--- src/common/irq_combiner_pkg.sv ---
package irq_combiner_pkg;

	localparam int NUM_SOURCES = 17;
	localparam int BYTE_W      = 8;

	// Byte locations of the three state/mask registers
	localparam logic [11:0] PCI_IRQ_STATE_MASK_LOW_OFS  = 12'h804;
	localparam logic [11:0] PCI_IRQ_STATE_MASK_MID_OFS  = 12'h805;
	localparam logic [11:0] PCI_IRQ_STATE_MASK_HIGH_OFS = 12'h806;

	// Bit positions of each source in the 17-bit source vector.
	// Bits 7:0 are the low location, 15:8 the mid, 16 the high bit 0.
	localparam int IDX_SLOT0_A = 0;
	localparam int IDX_SLOT1_A = 1;
	localparam int IDX_SLOT2_A = 2;
	localparam int IDX_SLOT3_A = 3;
	localparam int IDX_BRIDGE  = 4;
	localparam int IDX_SLOT0_B = 5;
	localparam int IDX_SLOT1_B = 6;
	localparam int IDX_SLOT2_B = 7;
	localparam int IDX_SLOT3_B = 8;
	localparam int IDX_SLOT0_C = 9;
	localparam int IDX_SLOT1_C = 10;
	localparam int IDX_SLOT2_C = 11;
	localparam int IDX_SLOT3_C = 12;
	localparam int IDX_SLOT0_D = 13;
	localparam int IDX_SLOT1_D = 14;
	localparam int IDX_SLOT2_D = 15;
	localparam int IDX_SLOT3_D = 16;

	localparam int LOW_BASE  = 0;
	localparam int MID_BASE  = 8;
	localparam int HIGH_BASE = 16;
	localparam int HIGH_BITS = 1;

	localparam logic [NUM_SOURCES-1:0] MASK_RESET = 17'h1FFFF;
	localparam logic [BYTE_W-1:0]      BYTE_ZERO  = 8'h00;

	typedef enum logic [1:0] {
		LOC_LOW,
		LOC_MID,
		LOC_HIGH,
		LOC_NONE
	} reg_loc_t;

endpackage

--- src/pci_irq_mask_combiner.sv ---
`timescale 1ns/100ps
`default_nettype none

module pci_irq_mask_combiner
	import irq_combiner_pkg::*;
#(
	// Extended decode pattern that qualifies the 80xh window
	parameter logic [2:0] ECAS_IRQ_WINDOW = 3'h0
) (
	input  wire logic                             clk_sys,
	input  wire logic                             srst,
	// PCI interrupt sources, active high at this block
	input  wire logic                             slot0_pin_a,
	input  wire logic                             slot1_pin_a,
	input  wire logic                             slot2_pin_a,
	input  wire logic                             slot3_pin_a,
	input  wire logic                             slot0_pin_b,
	input  wire logic                             slot1_pin_b,
	input  wire logic                             slot2_pin_b,
	input  wire logic                             slot3_pin_b,
	input  wire logic                             slot0_pin_c,
	input  wire logic                             slot1_pin_c,
	input  wire logic                             slot2_pin_c,
	input  wire logic                             slot3_pin_c,
	input  wire logic                             slot0_pin_d,
	input  wire logic                             slot1_pin_d,
	input  wire logic                             slot2_pin_d,
	input  wire logic                             slot3_pin_d,
	input  wire logic                             bridge_irq,
	// Other CPU interrupt sources
	input  wire logic                             rtc_irq_n,
	input  wire logic                             bridge_nmi,
	input  wire logic                             host_bridge_hw_request,
	// Clock multiplier jumpers
	input  wire logic [2:0]                       clk_mult_jumper,
	// ISA I/O slave
	input  wire logic [2:0]                       sa,
	input  wire logic [2:0]                       ecas_addr,
	input  wire logic                             ior_n,
	input  wire logic                             iow_n,
	input  wire logic [irq_combiner_pkg::BYTE_W-1:0] sd_in,
	output logic      [irq_combiner_pkg::BYTE_W-1:0] sd_out,
	output logic                                  sd_oe,
	// CPU interrupt inputs
	output logic                                  cpu_int_line_0,
	output logic                                  cpu_int_line_1,
	output logic                                  cpu_int_line_2,
	output logic                                  cpu_int_line_3,
	output logic                                  cpu_int_line_4,
	output logic                                  cpu_int_line_5
);

	import irq_combiner_pkg::*;

	typedef enum logic [1:0] {
		BUS_IDLE,
		BUS_READ,
		BUS_WRITE
	} bus_state_t;

	localparam int NUM_MISC = 3;
	localparam int NUM_BUS  = 3 + 3 + 2 + BYTE_W;

	// Map a decoded location plus byte to the 17-bit mask update
	function automatic logic [NUM_SOURCES-1:0] apply_byte(
		input logic [NUM_SOURCES-1:0] cur,
		input reg_loc_t               loc,
		input logic [BYTE_W-1:0]      data
	);
		logic [NUM_SOURCES-1:0] res;
		res = cur;
		unique case (loc)
			LOC_LOW:  res[LOW_BASE +: BYTE_W] = data;
			LOC_MID:  res[MID_BASE +: BYTE_W] = data;
			// Upper bits of the high byte have nowhere to land
			LOC_HIGH: res[HIGH_BASE +: HIGH_BITS] = data[HIGH_BITS-1:0];
			LOC_NONE: res = cur;
		endcase
		return res;
	endfunction

	// Select the byte of the source vector that a location reports
	function automatic logic [BYTE_W-1:0] read_byte(
		input logic [NUM_SOURCES-1:0] vec,
		input reg_loc_t               loc
	);
		logic [BYTE_W-1:0] res;
		res = BYTE_ZERO;
		unique case (loc)
			LOC_LOW:  res = vec[LOW_BASE +: BYTE_W];
			LOC_MID:  res = vec[MID_BASE +: BYTE_W];
			LOC_HIGH: res[HIGH_BITS-1:0] = vec[HIGH_BASE +: HIGH_BITS];
			LOC_NONE: res = BYTE_ZERO;
		endcase
		return res;
	endfunction

	// Decode the six address lines into one of the three locations, or LOC_NONE when none matches
	function automatic reg_loc_t decode_loc(
		input logic [2:0] low_addr,
		input logic [2:0] ext_addr
	);
		reg_loc_t res;
		res = LOC_NONE;
		if (ext_addr == ECAS_IRQ_WINDOW) begin
			if (low_addr == PCI_IRQ_STATE_MASK_LOW_OFS[2:0]) begin
				res = LOC_LOW;
			end else if (low_addr == PCI_IRQ_STATE_MASK_MID_OFS[2:0]) begin
				res = LOC_MID;
			end else if (low_addr == PCI_IRQ_STATE_MASK_HIGH_OFS[2:0]) begin
				res = LOC_HIGH;
			end
		end
		return res;
	endfunction

	logic [NUM_SOURCES-1:0] src_raw;
	logic [NUM_SOURCES-1:0] src_sync;
	logic [NUM_MISC-1:0]    misc_raw;
	logic [NUM_MISC-1:0]    misc_sync;
	logic [2:0]             jumper_sync;
	logic [NUM_BUS-1:0]     bus_raw;
	logic [NUM_BUS-1:0]     bus_sync;
	logic [2:0]             sa_s;
	logic [2:0]             ecas_s;
	logic                   ior_n_s;
	logic                   iow_n_s;
	logic [BYTE_W-1:0]      sd_in_s;
	reg_loc_t               bus_loc;

	bus_state_t             bus_state_q;
	reg_loc_t               loc_q;
	logic [BYTE_W-1:0]      wr_data_q;
	logic [NUM_SOURCES-1:0] mask_q;
	logic                   combined_req;

	// Gather the sources in register bit order
	always_comb begin
		src_raw              = '0;
		src_raw[IDX_SLOT0_A] = slot0_pin_a;
		src_raw[IDX_SLOT1_A] = slot1_pin_a;
		src_raw[IDX_SLOT2_A] = slot2_pin_a;
		src_raw[IDX_SLOT3_A] = slot3_pin_a;
		src_raw[IDX_BRIDGE]  = bridge_irq;
		src_raw[IDX_SLOT0_B] = slot0_pin_b;
		src_raw[IDX_SLOT1_B] = slot1_pin_b;
		src_raw[IDX_SLOT2_B] = slot2_pin_b;
		src_raw[IDX_SLOT3_B] = slot3_pin_b;
		src_raw[IDX_SLOT0_C] = slot0_pin_c;
		src_raw[IDX_SLOT1_C] = slot1_pin_c;
		src_raw[IDX_SLOT2_C] = slot2_pin_c;
		src_raw[IDX_SLOT3_C] = slot3_pin_c;
		src_raw[IDX_SLOT0_D] = slot0_pin_d;
		src_raw[IDX_SLOT1_D] = slot1_pin_d;
		src_raw[IDX_SLOT2_D] = slot2_pin_d;
		src_raw[IDX_SLOT3_D] = slot3_pin_d;
	end

	// RTC line is active low at the pin; CPU lines are active high
	assign misc_raw = {host_bridge_hw_request, bridge_nmi, ~rtc_irq_n};
	assign bus_raw  = {sa, ecas_addr, ior_n, iow_n, sd_in};

	sync_bank #(
		.WIDTH     (NUM_SOURCES),
		.RESET_VAL (1'h0)
	) u_src_sync (
		.clk_sys  (clk_sys),
		.srst     (srst),
		.async_in (src_raw),
		.sync_out (src_sync)
	);

	sync_bank #(
		.WIDTH     (NUM_MISC),
		.RESET_VAL (1'h0)
	) u_misc_sync (
		.clk_sys  (clk_sys),
		.srst     (srst),
		.async_in (misc_raw),
		.sync_out (misc_sync)
	);

	// Jumpers must keep flowing while reset is held, so no reset here
	sync_bank #(
		.WIDTH     (3),
		.RESET_VAL (1'h0)
	) u_jumper_sync (
		.clk_sys  (clk_sys),
		.srst     (1'b0),
		.async_in (clk_mult_jumper),
		.sync_out (jumper_sync)
	);

	// Strobes idle high, so they reset to the inactive level
	sync_bank #(
		.WIDTH     (NUM_BUS),
		.RESET_VAL (1'h1)
	) u_bus_sync (
		.clk_sys  (clk_sys),
		.srst     (srst),
		.async_in (bus_raw),
		.sync_out (bus_sync)
	);

	assign {sa_s, ecas_s, ior_n_s, iow_n_s, sd_in_s} = bus_sync;
	assign bus_loc = decode_loc(sa_s, ecas_s);

	// Bus cycle tracking; the location is frozen at strobe start so a
	// wandering address cannot retarget a cycle already under way
	always_ff @(posedge clk_sys) begin
		if (srst) begin
			bus_state_q <= BUS_IDLE;
			loc_q       <= LOC_NONE;
		end else begin
			unique case (bus_state_q)
				BUS_IDLE: begin
					if (!ior_n_s && bus_loc != LOC_NONE) begin
						bus_state_q <= BUS_READ;
						loc_q       <= bus_loc;
					end else if (!iow_n_s && bus_loc != LOC_NONE) begin
						bus_state_q <= BUS_WRITE;
						loc_q       <= bus_loc;
					end
				end
				BUS_READ: begin
					if (ior_n_s) begin
						bus_state_q <= BUS_IDLE;
						loc_q       <= LOC_NONE;
					end
				end
				BUS_WRITE: begin
					if (iow_n_s) begin
						bus_state_q <= BUS_IDLE;
						loc_q       <= LOC_NONE;
					end
				end
				default: begin
					bus_state_q <= BUS_IDLE;
					loc_q       <= LOC_NONE;
				end
			endcase
		end
	end

	// Keep sampling write data while the strobe is low; the last sample
	// before the rising edge is the one committed
	always_ff @(posedge clk_sys) begin
		if (srst) begin
			wr_data_q <= BYTE_ZERO;
		end else if (bus_state_q == BUS_WRITE && !iow_n_s) begin
			wr_data_q <= sd_in_s;
		end
	end

	// Mask store: written only, never read back
	always_ff @(posedge clk_sys) begin
		if (srst) begin
			mask_q <= MASK_RESET;
		end else if (bus_state_q == BUS_WRITE && iow_n_s) begin
			mask_q <= apply_byte(mask_q, loc_q, wr_data_q);
		end
	end

	// Read data follows the live sources every cycle of the read
	always_ff @(posedge clk_sys) begin
		if (srst) begin
			sd_out <= BYTE_ZERO;
			sd_oe  <= 1'b0;
		end else if (bus_state_q == BUS_READ && !ior_n_s) begin
			sd_out <= read_byte(src_sync, loc_q);
			sd_oe  <= 1'b1;
		end else begin
			sd_out <= BYTE_ZERO;
			sd_oe  <= 1'b0;
		end
	end

	assign combined_req = |(src_sync & ~mask_q);

	// CPU line mux: jumpers during reset, interrupt sources afterwards
	always_ff @(posedge clk_sys) begin
		if (srst) begin
			cpu_int_line_0 <= jumper_sync[0];
			cpu_int_line_1 <= jumper_sync[1];
			cpu_int_line_2 <= jumper_sync[2];
			cpu_int_line_3 <= 1'b0;
			cpu_int_line_4 <= 1'b0;
			cpu_int_line_5 <= 1'b0;
		end else begin
			cpu_int_line_0 <= combined_req;
			cpu_int_line_1 <= misc_sync[0];
			cpu_int_line_2 <= misc_sync[1];
			cpu_int_line_3 <= 1'b0;
			cpu_int_line_4 <= 1'b0;
			cpu_int_line_5 <= misc_sync[2];
		end
	end

endmodule

`default_nettype wire

--- src/sync_bank.sv ---
`timescale 1ns/100ps
`default_nettype none

// Two-stage synchroniser for a bank of independent levels
module sync_bank #(
	parameter int         WIDTH     = 1,
	parameter logic [0:0] RESET_VAL = 1'h0
) (
	input  wire logic             clk_sys,
	input  wire logic             srst,
	input  wire logic [WIDTH-1:0] async_in,
	output logic      [WIDTH-1:0] sync_out
);

	logic [WIDTH-1:0] meta_q;

	// The first stage feeds only the second stage
	always_ff @(posedge clk_sys) begin
		if (srst) begin
			meta_q   <= {WIDTH{RESET_VAL}};
			sync_out <= {WIDTH{RESET_VAL}};
		end else begin
			meta_q   <= async_in;
			sync_out <= meta_q;
		end
	end

endmodule

`default_nettype wire
--- config.mk ---
export PLATFORM = sky130hd
export DESIGN_NAME = pci_irq_mask_combiner
export DESIGN_NICKNAME = d
export VERILOG_FILES = /design/src/common/irq_combiner_pkg.sv /design/src/pci_irq_mask_combiner.sv /design/src/sync_bank.sv
export SDC_FILE = /design/constraint.sdc
export NUM_CORES = 1
export LEC_CHECK = 0
export BUFFER_PORTS_ARGS = -buffer_cell sky130_fd_sc_hd__clkbuf_2
export CAP_MARGIN = 20
export CORE_ASPECT_RATIO = 0.6
export CORE_MARGIN = 3
export CORE_UTILIZATION = 39
export DETAILED_ROUTE_END_ITERATION = 6
export GPL_TIMING_DRIVEN = 0
export PLACE_DENSITY = 0.62
export SETUP_SLACK_MARGIN = 0.3
export SLEW_MARGIN = 20
export SYNTH_ARGS = -nofsm -noshare
export SYNTH_HDL_FRONTEND = slang
export SYNTH_SLANG_ARGS = --single-unit
--- constraint.sdc ---
create_clock -name clk_sys -period 2.65 [get_ports clk_sys]
set_input_delay 0.3975 -clock clk_sys [delete_from_list [all_inputs] [get_ports clk_sys]]
set_output_delay 0.3975 -clock clk_sys [all_outputs]
set_load 0.03 [all_outputs]
==> reports/qor.txt <==
status -> completed
Data required, critical path -> 2.88 ns
Overflow after GRT -> 0
crit-path cells -> clkbuf_1 > clkbuf_1 > buf_1 > a32oi_1
register area share after synthesis -> 63.2%
class of the worst hold path -> in -> reg
hold wc startpoint -> clk_mult_jumper[0]
# DRC -> 0
ant diodes -> 0
Die X-Extent -> 133 microns
met2 routed WL -> 2790 microns
CP bufs+invs -> 3
synthesized area per cell -> 11.4 sq um
Post-Syn Area -> 3800 sq um
Worst-Margin Slew -> 0.677 ns
Final #Nets -> 446
clock sink count -> 120
slew margin rel. -> 53.7%
#FFs+latches synth -> 120
row cnt -> 27
most frequent CP cell -> clkbuf_1
area grow syn2layout -> 26.8%
Int Power -> 3450 uW
DP Area -> 4230 sq um
Data arrival, critical path -> 1.95 ns
Ys Warns -> 0
Worst R2R Start -> bus_state_q[0]$_SDFFE_PP0P_
Worst Reg-to-Reg Cells -> 6
vias -> 2,441
Slew Limit Fails -> 0
NetSw -> 820 uW
placed cell count -> 516
PostCTS Resize Cnt -> 0
Post-CTS Setup Bufs -> 0
Comb pwr share -> 2.9%
largest net degree at the start of global routing -> 17
clk_lat worst skew -> 0.40 ns
Crit Path Class -> in -> reg
# port buffers -> 52
skew final -> 0.00885 ns
top cell family by delay on the critical path -> buffers and inverters
Pre-antenna DRT Iters -> 4
sw frac -> 19.2%
CP Capture Type -> flop
layout cell share with drive strength beyond 1 -> 29.4%
num ports -> 56
Synth cell types -> 35
Clock power frac -> 52.9%
Slowest Stage Delay on Critical Path -> 0.53 ns
Mapped Cells -> 333
H-tree levels -> 4
Non-Filler Instances -> 548
leakage power -> 0.00199 uW
vias in the first global route -> 2,293
HPWL after detailed placement -> 4970 microns
Hold Buf Count CTS -> 0
fin util -> 51.7%
endpoints failing setup -> 0
slowest CP cell -> clkbuf_1
Fin Setup TNS -> 0 ns
hold depth -> 1
sequential share of power -> 44.1%
r2r endpoint -> mask_q[14]$_SDFFE_PP1P_
die area -> 11,000 sq um
Hold EP -> u_jumper_sync.meta_q[0]$_DFF_P_
max-cap violations -> 0
Initial DRC Count -> 111
fin crit share -> 65.1%
CORE AREA -> 9320 sq um
Routed Antenna Nets -> 0
Final Power -> 4270 uW
fin crit period -> 1.73 ns
Reg2Reg Setup Slack -> 1.04 ns
clock tree root driver cell -> clkbuf_16
CTS max path bufs -> 2
DR WL/cell -> 12.7 microns
top layer in use -> met4
pwr dens -> 886 nW/um^2
Initial Utilization -> 40.8%
most frequent cells in the layout -> 120 x dfxtp_1, 55 x nor2b_1, 52 x clkbuf_2
TritonCTS clock tree -> yes
Reg clk slew, reported paths -> 0.05 ns
Hold Violations, Final -> 0
WL final -> 6940 microns
Max rail drop VDD -> 0.493 mV
most common cell after layout, fill and taps aside -> dfxtp_1
Total GRT Usage -> 14.1%
GPL Wtd Cong -> 0.824
cts bufs inserted -> 17
vias per std cell -> 4.45
met3 wire len -> 337 microns
initial antenna violation count -> 0
Finished Cell Area -> 4820 sq um
first-pass GRT wire length -> 11,500 microns
CP Max Fanout -> 10
crit start category -> primary input
fmax -> 0.579 GHz
M1 WL -> 3680 microns
die height -> 82.5 microns
RSZ-0062 raised after global routing -> false
[flip-flops by register name, indices dropped and copies added, names as in the netlist, 8 cells and up]
signal / cells
mask_q: 17
u_src_sync.meta_q: 17
u_src_sync.sync_out: 17
u_bus_sync.meta_q: 16
u_bus_sync.sync_out: 16
sd_out: 8
wr_data_q: 8
[Yosys cell counts (all sizes together)]
master | n | area [sq um]
a2111oi | 2 | 17.5
a211o | 16 | 140
a211oi | 1 | 7.51
a21oi | 3 | 15.0
a221oi | 1 | 15.0
a31oi | 1 | 6.26
a32oi | 1 | 8.76
buf | 9 | 63.8
clkbuf | 10 | 37.5
conb | 1 | 3.75
dfxtp | 120 | 2400
inv | 15 | 56.3
mux2 | 2 | 22.5
mux2i | 17 | 170
nand2 | 2 | 7.51
nand2b | 4 | 25.0
nand3 | 1 | 5.00
nand3b | 1 | 20.0
nor2 | 22 | 82.6
nor2b | 55 | 344
nor3 | 3 | 26.3
nor3b | 2 | 31.3
nor4 | 2 | 12.5
o2111ai | 1 | 8.76
o21a | 1 | 7.51
o22ai | 4 | 25.0
o31a | 1 | 10.0
o32a | 2 | 20.0
or2 | 32 | 200
or4b | 1 | 10.0
[layer usage]
layer	GRT usage, %	vias up
li1	-	1237
met4	8.93	0
met1	19.1	1135
met5	0	-
met2	19.4	54
met3	4.54	15
[power groups by stage]
stage	logic, uW	clock network, uW	registers [uW]
2_1_floorplan	70.0	0	1920
5_1_grt	142	2400	1890
4_1_cts	128	2320	1880
6_report	126	2260	1880
3_3_place_gp	124	0	1920
3_5_place_dp	127	0	1920
[logic make-up after synthesis]
logic type | Yosys count | synth area share [%]
compound gates | 34 | 7.40
buf+inv | 34 | 4.15
flops | 120 | 63.2
mux | 19 | 5.07
other cells | 1 | 0.0986
simple gates | 125 | 20.1
[how the worst max path moves through the flow]
stage	from	endpoint	slack [ns]	cells past startpoint
4_1_cts	srst	cpu_int_line_0$_DFF_P_	0.90	4
3_3_place_gp	srst	cpu_int_line_0$_DFF_P_	0.53	4
6_report	srst	cpu_int_line_0$_DFF_P_	0.92	4
5_1_grt	srst	cpu_int_line_0$_DFF_P_	0.75	4
2_1_floorplan	bus_state_q[0]$_SDFFE_PP0P_	mask_q[13]$_SDFFE_PP1P_	1.20	6
3_5_place_dp	srst	cpu_int_line_0$_DFF_P_	0.49	4
[final cells by class]
class	instances	area, sq um
repair buffers	52	260
plain buffers	19	101
clock buffers	24	472
multi-input cells	180	1250
flip-flops and latches	120	2400
clock inverters	8	120
well taps	130	163
inverters	15	56.3
fillers	867	4500
[per-stage QoR]
stage | hold WS, ns | worst slack (ns)
5_1_grt | 0.0870 | 0.753
4_1_cts | 0.0735 | 0.905
6_report | 0.0917 | 0.924
2_1_floorplan | 0.310 | 1.20
3_5_place_dp | 0.314 | 0.490
3_3_place_gp | 0.311 | 0.534
(Power assumes the default switching activity.)
